## src/hdl/sitp_pkg.sv

```systemverilog
`default_nettype none
package sitp_pkg;

   // ------------------------------------------------------------
   // target addresses and reset values
   // ------------------------------------------------------------
   localparam logic [6:0] SITP_ADDR_STRAP_LOW  = 7'h18;
   localparam logic [6:0] SITP_ADDR_STRAP_HIGH = 7'h19;
   localparam logic [7:0] SITP_BASE_RST        = 8'h00;
   localparam int         SITP_RW_BIT          = 0;
   localparam logic [2:0] SITP_LAST_BIT        = 3'h7;

   // ------------------------------------------------------------
   // timing
   // ------------------------------------------------------------
   localparam int SITP_CLK_PERIOD_NS  = 10;
   localparam int SITP_NS_PER_MS      = 1_000_000;
   localparam int SITP_NS_PER_US      = 1_000;
   localparam int SITP_WDT_SHORT_MS   = 1;
   localparam int SITP_WDT_LONG_MS    = 50;
   localparam int SITP_WDT_SHORT_CYC  =
      SITP_WDT_SHORT_MS * SITP_NS_PER_MS / SITP_CLK_PERIOD_NS;
   localparam int SITP_WDT_LONG_CYC   =
      SITP_WDT_LONG_MS * SITP_NS_PER_MS / SITP_CLK_PERIOD_NS;
   // idle gap the master keeps after a write (not enforced here)
   localparam int SITP_IDLE_NORM_US   = 2;
   localparam int SITP_IDLE_SUSP_US   = 450;
   localparam int SITP_IDLE_NORM_CYC  =
      (SITP_IDLE_NORM_US * SITP_NS_PER_US + SITP_CLK_PERIOD_NS - 1)
      / SITP_CLK_PERIOD_NS;
   localparam int SITP_IDLE_SUSP_CYC  =
      (SITP_IDLE_SUSP_US * SITP_NS_PER_US + SITP_CLK_PERIOD_NS - 1)
      / SITP_CLK_PERIOD_NS;

   // ------------------------------------------------------------
   // types
   // ------------------------------------------------------------
   typedef enum logic [3:0] {
      SITP_IDLE      = 4'h0,
      SITP_ADDR      = 4'h1,
      SITP_ADDR_ACK  = 4'h3,
      SITP_REG       = 4'h2,
      SITP_REG_ACK   = 4'h6,
      SITP_WDATA     = 4'h7,
      SITP_WDATA_ACK = 4'h5,
      SITP_RDATA     = 4'h4,
      SITP_RACK      = 4'hC,
      SITP_IGNORE    = 4'hD
   } sitp_state_type;

   typedef struct packed {
      logic [7:0] addr;
      logic [7:0] wdata;
      logic       write;
      logic       read;
   } sitp_access_type;

endpackage
`default_nettype wire

```

## src/hdl/sitp_target.sv

```systemverilog
`timescale 1ns/10ps
`default_nettype none

module sitp_target #(
   parameter int WDT_SHORT_CYCLES = sitp_pkg::SITP_WDT_SHORT_CYC,
   parameter int WDT_LONG_CYCLES  = sitp_pkg::SITP_WDT_LONG_CYC
) (
   input  wire logic                      clk_sys_in,
   input  wire logic                      rst_n_in,
   input  wire logic                      serial_clock_pin_in,
   input  wire logic                      serial_data_pin_in,
   output logic                           serial_data_pin_out,
   output logic                           serial_data_pin_oe_out,
   input  wire logic                      address_select_pin_in,
   input  wire logic                      wdt_enable_in,
   input  wire logic                      wdt_long_period_in,
   input  wire logic [7:0]                reg_rdata_in,
   output sitp_pkg::sitp_access_type      reg_access_out,
   output logic                           bus_busy_out,
   output logic                           wdt_timeout_out
);
   import sitp_pkg::*;

   localparam int WDT_W = $clog2(WDT_LONG_CYCLES + 1);

   // ------------------------------------------------------------
   // pin synchronisers and edge detection
   // ------------------------------------------------------------
   // bit 0 clock, bit 1 data, bit 2 address strap
   logic [2:0] sync1_reg;
   logic [2:0] sync2_reg;
   logic [1:0] prev_reg;

   always_ff @(posedge clk_sys_in or negedge rst_n_in) begin
      if (!rst_n_in) begin
         sync1_reg <= 3'h7;
         sync2_reg <= 3'h7;
         prev_reg  <= 2'h3;
      end else begin
         sync1_reg <= {address_select_pin_in, serial_data_pin_in,
                       serial_clock_pin_in};
         sync2_reg <= sync1_reg;
         prev_reg  <= sync2_reg[1:0];
      end
   end

   logic       scl;
   logic       sda;
   logic       scl_rise;
   logic       scl_fall;
   logic       start_cond;
   logic       stop_cond;
   logic [6:0] own_addr;

   always_comb begin
      scl        = sync2_reg[0];
      sda        = sync2_reg[1];
      scl_rise   = scl & ~prev_reg[0];
      scl_fall   = ~scl & prev_reg[0];
      start_cond = scl & prev_reg[0] & prev_reg[1] & ~sda;
      stop_cond  = scl & prev_reg[0] & ~prev_reg[1] & sda;
      // strap is sampled continuously; it is tied, so no glitch hazard
      own_addr   = sync2_reg[2] ? SITP_ADDR_STRAP_HIGH
                                : SITP_ADDR_STRAP_LOW;
   end

   // ------------------------------------------------------------
   // protocol state
   // ------------------------------------------------------------
   sitp_state_type  state_reg,    state_next;
   logic [2:0]      bitcnt_reg,   bitcnt_next;
   logic            done_reg,     done_next;
   logic [7:0]      shift_reg,    shift_next;
   logic [7:0]      addr_reg,     addr_next;
   logic [7:0]      base_reg,     base_next;
   logic            rw_reg,       rw_next;
   logic            mack_reg,     mack_next;
   logic            fell_reg,     fell_next;
   logic            busy_reg,     busy_next;
   logic            drive_reg,    drive_next;
   logic            write_reg,    write_next;
   logic            read_reg,     read_next;
   logic [7:0]      wdata_reg,    wdata_next;
   logic [WDT_W-1:0] wdt_cnt_reg, wdt_cnt_next;
   logic            wdt_hit_reg,  wdt_hit_next;
   logic [WDT_W-1:0] wdt_limit;
   logic            wdt_fire;

   always_comb begin
      state_next   = state_reg;
      bitcnt_next  = bitcnt_reg;
      done_next    = done_reg;
      shift_next   = shift_reg;
      addr_next    = addr_reg;
      base_next    = base_reg;
      rw_next      = rw_reg;
      mack_next    = mack_reg;
      fell_next    = fell_reg;
      busy_next    = busy_reg;
      drive_next   = drive_reg;
      write_next   = 1'b0;
      read_next    = 1'b0;
      wdata_next   = wdata_reg;

      // ---------------------------------------------------------
      // lock-up watchdog
      // ---------------------------------------------------------
      wdt_limit = wdt_long_period_in ? WDT_W'(WDT_LONG_CYCLES - 1)
                                     : WDT_W'(WDT_SHORT_CYCLES - 1);
      // only a line held low by us counts; any clock edge is progress
      if (!wdt_enable_in || !drive_reg || scl_rise || scl_fall) begin
         wdt_cnt_next = '0;
      end else begin
         wdt_cnt_next = wdt_cnt_reg + WDT_W'(1);
      end
      wdt_fire     = wdt_enable_in && drive_reg
                     && (wdt_cnt_reg >= wdt_limit);
      wdt_hit_next = wdt_fire;

      if (scl_fall) begin
         fell_next = 1'b1;
      end

      // ---------------------------------------------------------
      // bit engine
      // ---------------------------------------------------------
      case (state_reg)
         SITP_ADDR, SITP_REG, SITP_WDATA: begin
            if (scl_rise) begin
               shift_next  = {shift_reg[6:0], sda};
               bitcnt_next = bitcnt_reg + 3'h1;
               done_next   = (bitcnt_reg == SITP_LAST_BIT);
            end else if (scl_fall && done_reg) begin
               done_next   = 1'b0;
               bitcnt_next = 3'h0;
               if (state_reg == SITP_ADDR) begin
                  // 10-bit headers never match a 7-bit address
                  if (shift_reg[7:1] == own_addr) begin
                     rw_next    = shift_reg[SITP_RW_BIT];
                     drive_next = 1'b1;
                     state_next = SITP_ADDR_ACK;
                     if (shift_reg[SITP_RW_BIT]) begin
                        addr_next = base_reg;
                     end
                  end else begin
                     state_next = SITP_IGNORE;
                  end
               end else if (state_reg == SITP_REG) begin
                  base_next  = shift_reg;
                  addr_next  = shift_reg;
                  drive_next = 1'b1;
                  state_next = SITP_REG_ACK;
               end else begin
                  wdata_next = shift_reg;
                  write_next = 1'b1;
                  drive_next = 1'b1;
                  state_next = SITP_WDATA_ACK;
               end
            end
         end
         SITP_ADDR_ACK: begin
            // ack held low through the whole high phase
            if (scl_fall) begin
               if (rw_reg) begin
                  shift_next = reg_rdata_in;
                  read_next  = 1'b1;
                  addr_next  = addr_reg + 8'h01;
                  drive_next = ~reg_rdata_in[7];
                  state_next = SITP_RDATA;
               end else begin
                  drive_next = 1'b0;
                  state_next = SITP_REG;
               end
            end
         end
         SITP_REG_ACK: begin
            if (scl_fall) begin
               drive_next = 1'b0;
               state_next = SITP_WDATA;
            end
         end
         SITP_WDATA_ACK: begin
            if (scl_fall) begin
               drive_next = 1'b0;
               addr_next  = addr_reg + 8'h01;
               state_next = SITP_WDATA;
            end
         end
         SITP_RDATA: begin
            if (scl_rise) begin
               bitcnt_next = bitcnt_reg + 3'h1;
               done_next   = (bitcnt_reg == SITP_LAST_BIT);
            end else if (scl_fall) begin
               if (done_reg) begin
                  done_next   = 1'b0;
                  bitcnt_next = 3'h0;
                  drive_next  = 1'b0;
                  state_next  = SITP_RACK;
               end else begin
                  shift_next = {shift_reg[6:0], 1'b0};
                  drive_next = ~shift_reg[6];
               end
            end
         end
         SITP_RACK: begin
            if (scl_rise) begin
               mack_next = ~sda;
            end else if (scl_fall) begin
               if (mack_reg) begin
                  shift_next = reg_rdata_in;
                  read_next  = 1'b1;
                  addr_next  = addr_reg + 8'h01;
                  drive_next = ~reg_rdata_in[7];
                  state_next = SITP_RDATA;
               end else begin
                  drive_next = 1'b0;
                  state_next = SITP_IGNORE;
               end
            end
         end
         default: begin
            drive_next = 1'b0;
         end
      endcase

      // ---------------------------------------------------------
      // bus conditions override the bit engine
      // ---------------------------------------------------------
      if (start_cond) begin
         busy_next   = 1'b1;
         fell_next   = 1'b0;
         state_next  = SITP_ADDR;
         bitcnt_next = 3'h0;
         done_next   = 1'b0;
         drive_next  = 1'b0;
         write_next  = 1'b0;
         read_next   = 1'b0;
      end else if (stop_cond && fell_reg) begin
         busy_next   = 1'b0;
         state_next  = SITP_IDLE;
         bitcnt_next = 3'h0;
         done_next   = 1'b0;
         drive_next  = 1'b0;
      end

      // a watchdog hit wins over everything but leaves the base pointer
      if (wdt_fire) begin
         state_next  = SITP_IDLE;
         busy_next   = 1'b0;
         bitcnt_next = 3'h0;
         done_next   = 1'b0;
         drive_next  = 1'b0;
         wdt_cnt_next = '0;
      end
   end

   always_ff @(posedge clk_sys_in or negedge rst_n_in) begin
      if (!rst_n_in) begin
         state_reg   <= SITP_IDLE;
         bitcnt_reg  <= 3'h0;
         done_reg    <= 1'b0;
         shift_reg   <= 8'h00;
         addr_reg    <= SITP_BASE_RST;
         base_reg    <= SITP_BASE_RST;
         rw_reg      <= 1'b0;
         mack_reg    <= 1'b0;
         fell_reg    <= 1'b0;
         busy_reg    <= 1'b0;
         drive_reg   <= 1'b0;
         write_reg   <= 1'b0;
         read_reg    <= 1'b0;
         wdata_reg   <= 8'h00;
         wdt_cnt_reg <= '0;
         wdt_hit_reg <= 1'b0;
      end else begin
         state_reg   <= state_next;
         bitcnt_reg  <= bitcnt_next;
         done_reg    <= done_next;
         shift_reg   <= shift_next;
         addr_reg    <= addr_next;
         base_reg    <= base_next;
         rw_reg      <= rw_next;
         mack_reg    <= mack_next;
         fell_reg    <= fell_next;
         busy_reg    <= busy_next;
         drive_reg   <= drive_next;
         write_reg   <= write_next;
         read_reg    <= read_next;
         wdata_reg   <= wdata_next;
         wdt_cnt_reg <= wdt_cnt_next;
         wdt_hit_reg <= wdt_hit_next;
      end
   end

   // ------------------------------------------------------------
   // outputs
   // ------------------------------------------------------------
   // open drain: the pad only ever pulls low
   always_comb begin
      serial_data_pin_out    = 1'b0;
      serial_data_pin_oe_out = drive_reg;
      reg_access_out.addr    = addr_reg;
      reg_access_out.wdata   = wdata_reg;
      reg_access_out.write   = write_reg;
      reg_access_out.read    = read_reg;
      bus_busy_out           = busy_reg;
      wdt_timeout_out        = wdt_hit_reg;
   end

endmodule

`default_nettype wire

```

## config.mk

```make
export PLATFORM = sky130hd
export DESIGN_NAME = sitp_target
export DESIGN_NICKNAME = d
export VERILOG_FILES = /design/src/hdl/sitp_pkg.sv /design/src/hdl/sitp_target.sv
export SDC_FILE = /design/constraint.sdc
export NUM_CORES = 1
export LEC_CHECK = 0
export BUFFER_PORTS_ARGS = -buffer_cell sky130_fd_sc_hd__buf_2
export CAP_MARGIN = 20
export CORE_MARGIN = 5
export CORE_UTILIZATION = 45
export CTS_CLUSTER_DIAMETER = 200
export CTS_CLUSTER_SIZE = 40
export DETAILED_ROUTE_END_ITERATION = 7
export MAX_ROUTING_LAYER = met4
export SLEW_MARGIN = 20
export SYNTH_ARGS = -nofsm -noshare
export SYNTH_HDL_FRONTEND = slang
export SYNTH_SLANG_ARGS = --single-unit
```

## constraint.sdc

```tcl
create_clock -name clk_sys_in -period 3.9 [get_ports clk_sys_in]
set_input_delay 0.195 -clock clk_sys_in [delete_from_list [all_inputs] [get_ports clk_sys_in]]
set_output_delay 0.195 -clock clk_sys_in [all_outputs]
set_load 0.02 [all_outputs]
```

==> results.txt <==
The run finished with clean final reports. In the finished design, the share of the clock period the worst path needs comes to 0.662. The post-DP HPWL came out at between 6000 and 7000 um. The root buffer cell chosen for the clock tree is sky130_fd_sc_hd__clkbuf_8. The horizontal extent of the die is 110 um. For this block, the via count after detailed routing is 3375.

The final estimated routing congestion in global placement is 0.896. The peak fanout along the critical path is 20. Timing would allow up to slightly below 400 MHz.

Setup violations remaining at the end of the flow were counted as 0. The number of input and output port buffers inserted came out at 35. The CTS sink count came out at approximately 80. The floorplan core area is 9770 sq um. CTS built an H-tree with a depth of 3.

The number of antenna diodes in the final layout is 0. Synthesis inferred 79 register bits. The synthesized design spends more area on one cell type than any other, namely sky130_fd_sc_hd__dfrtp_1. The netlist uses 65 different library cells. The analysis attributes to net switching a power of between 0.0008 and 0.0009 W.

The power share of the sequential group is 0.454. The final worst hold slack is roughly 0.17 ns. The slowest stage of the critical path belongs to the cell sky130_fd_sc_hd__dfrtp_1. Leaving out fill and tap cells, the most frequent cell in the layout is sky130_fd_sc_hd__dfrtp_1. The sequential area share after synthesis is 0.439. The critical path buffer and inverter count is 0. The flip-flop count of the largest register, all copies and words added came out at 23. The arrival time of the worst setup path is 2.81 ns. Counting flops with a built-in enable in the synthesized netlist gives 0. At the pin with the least slew margin, the transition time is just over 0.7 ns. The global-route usage over all layers is 0.180.

The total I/O pin count came out at 37. The die is 110 um tall. The maximum vdd ir drop came out at about 0.00021 V.

The worst clock skew on the final layout is ~0.017 ns. TritonCTS built the clock tree. The kind of cell with the highest combined delay along the critical path is compound AO/OA/AOI/OAI gates. Synthesis handed over a netlist of roughly 450 instances. STA classifies the critical path endpoint as a flip-flop.

The area of the mapped netlist came out at ~4500 sq um. The remaining antenna violation count after routing came out at 0. STA classifies the critical path startpoint as a flip-flop. The worst setup path is of the flip-flop to flip-flop kind. The number of global-route vias before repair came out at 3274.

The DRC marker count from the first detailed-route iteration is a little under 200. The post-cts sizing count came out at 0. Setup repair after global routing left no endpoint under its margin. The final core utilization is 0.512. The setup fix buffers added after clock tree synthesis came out at 0. The number of placement rows came out at 36.

The library cells used most frequently in the layout, excluding fill and tap cells, are sky130_fd_sc_hd__dfrtp_1, sky130_fd_sc_hd__nand2_1, sky130_fd_sc_hd__nor2_1, sky130_fd_sc_hd__buf_2, sky130_fd_sc_hd__mux2_2. The signal on the critical path passes through nor3b_1 > nand2_1 > o22ai_1 > a211o_1 > o21bai_1 > o21ai_0. The clock latency on the worst-skew pair came out at between 0.3 and 0.4 ns. The count of max-cap constraint violations is 0. The count of warnings emitted by yosys came out at 0. The initial antenna violation count is 0.

Of the total power, the clock network draws 0.274. Of the cells placed in the final design, the portion with a size suffix greater than 1 is 0.256. The critical path's largest stage delay came out at 0.78 ns.

The internal power summed over all cells is around 0.0015 W. The average routed wire per standard cell is approximately 16 um. In the synthesized netlist the dominant register cell turns out to be sky130_fd_sc_hd__dfrtp_1. The final critical-path setup slack came out at about 1.3 ns. Clock-pin slew was measured on the worst setup and hold paths at ~0.1 ns. The clock buffer count from CTS came out at 9. The detailed-route DRC error count is 0. The area of the die came out at 12200 sq um. The longest clock path from root to sink contains 2 buffers. The wire length of the first global-routing pass came out at about 17000 um.

Timing analysis after detailed placement gives a worst setup slack of about 1.2 ns. The classification of the worst-slack hold path is primary input to flip-flop. Of the total power, the share spent switching nets is 0.369. The total power divided by cell area is between 400 and 500 nW/um^2. The ratio of routed vias to standard cells came out at about 5.5.

After synthesis, the cell types taking the most area are sky130_fd_sc_hd__dfrtp_1, sky130_fd_sc_hd__mux2_2, sky130_fd_sc_hd__ha_1. The final global-route overflow total came out at 0. Summed over all failing endpoints, the final setup total negative slack is 0 ns. The headroom to the max-slew limit is 0.515.

Summed over all cells, the static leakage comes to about 2.2 nW. The first detailed-routing pass ran for 5 iterations. The relative contribution of combinational cells to total power came out at 0.272. The final count of hold timing violations is 0.

The final critical delay including setup and external delays came out at roughly 2.6 ns. The count of hold-fix buffers inserted at cts is 3. The filler cells instantiated in the layout total 945.

The max-slew violation count is 0. For this run, asynchronously set or reset flops after synthesis account for 1.00. The number of nets at the end of the flow is about 510. The mean instance size in the synthesized netlist is approximately 10 sq um.

Summed over all layers, the routed wires come to between 9000 and 10000 um. Entering global routing, the biggest net connects 80 pins. The area added between synthesis and finish came out at 10.4%. The number of nets in the synthesized netlist is slightly below 500. The share of synthesized area in the top cell type comes to 0.392. For this configuration, the core starts out at a cell density of 0.463. The endpoint required time on the critical path is between 4 and 5 ns.
tightest hold or removal path, cell delays in order:
cell and delay [ns]:
sky130_fd_sc_hd__buf_2 0.10, sky130_fd_sc_hd__nand2_1 0.11, sky130_fd_sc_hd__nor2_1 0.09
cell type report:
type                       count  area (sq um)  area share
multi-input combinational    336          2360       0.472
inverter                      15          56.3      0.0113
clock buffer                   9           124      0.0248
timing repair buffer          39           221      0.0443
sequential                    79          1990       0.397
tap                          133           166      0.0333
clock inverter                 7          83.8      0.0168
Yosys cell counts (3+ instances only):
library cell,n
sky130_fd_sc_hd__buf_4,7
sky130_fd_sc_hd__a32oi_1,4
sky130_fd_sc_hd__nand3_1,14
sky130_fd_sc_hd__nor2_1,36
sky130_fd_sc_hd__a31oi_1,5
sky130_fd_sc_hd__nor3_1,13
sky130_fd_sc_hd__nand2b_1,3
sky130_fd_sc_hd__mux2_2,33
sky130_fd_sc_hd__and3_1,9
sky130_fd_sc_hd__nand2_1,39
sky130_fd_sc_hd__o22a_1,4
sky130_fd_sc_hd__dfrtp_1,71
sky130_fd_sc_hd__o21ai_1,3
sky130_fd_sc_hd__buf_2,4
sky130_fd_sc_hd__and2_1,5
sky130_fd_sc_hd__xnor2_1,10
sky130_fd_sc_hd__a22oi_1,4
sky130_fd_sc_hd__nand3b_1,3
sky130_fd_sc_hd__o21ai_0,14
sky130_fd_sc_hd__o22ai_1,3
sky130_fd_sc_hd__a21o_1,5
sky130_fd_sc_hd__inv_1,15
sky130_fd_sc_hd__o211ai_1,4
sky130_fd_sc_hd__nor2b_1,7
sky130_fd_sc_hd__ha_1,18
sky130_fd_sc_hd__mux2i_1,5
sky130_fd_sc_hd__xor2_1,13
sky130_fd_sc_hd__nand4_1,7
sky130_fd_sc_hd__a21oi_1,18
sky130_fd_sc_hd__clkbuf_1,8
sky130_fd_sc_hd__nor2_2,21
sky130_fd_sc_hd__dfstp_2,8
power by group through the flow:
stage	logic [W]	clock network [W]	registers [W]
after floorplan	0.000505	0	0.00109
after global routing	0.000735	0.000717	0.00113
after global placement	0.000647	0	0.00111
after detailed placement	0.000654	0	0.00112
after CTS	0.000663	0.000675	0.00110
final	0.000660	0.000665	0.00110
final timing paths:
path                                     from               to  slack (ns)  cells past startpoint
worst max-delay path             state_reg[2]      addr_reg[4]        1.32                      6
worst min-delay path            wdt_enable_in  wdt_timeout_out        0.17                      3
max in group asynchronous            rst_n_in     wdata_reg[2]        2.97                      2
min in group asynchronous            rst_n_in      addr_reg[0]        0.41                      2
worst max register to register   state_reg[2]      addr_reg[4]        1.32                      6
worst min register to register   sync1_reg[2]     sync2_reg[2]        0.35                      0
metrics by stage:
stage                     instances  instance area, sq um  total power, W
after floorplan                 451                  4530         0.00159
after global placement          598                  4750         0.00176
after detailed placement        598                  4750         0.00177
after CTS                       617                  4990         0.00244
after global routing            618                  5000         0.00258
final                           618                  5000         0.00243
routing by layer:
layer  GRT usage  share of wire  up-vias
li1            -              -     1658
met1       0.242           0.46     1631
met2       0.280           0.48       70
met3      0.0297          0.038       16
met4      0.0563          0.016        0
met5           -              0        -
cells by family after synthesis:
kind of cell / count (synthesis) / synth area share
xor gates and xnor gates: 24 / 0.0481
buffers and inverters: 36 / 0.0401
adders and majority gates: 18 / 0.0497
DFF: 79 / 0.439
other: 1 / 0.000828
muxes: 38 / 0.0931
AOI/OAI and AO/OA: 83 / 0.129
and+or+nand+nor: 172 / 0.201
Power figures use the tool's default switching activity.
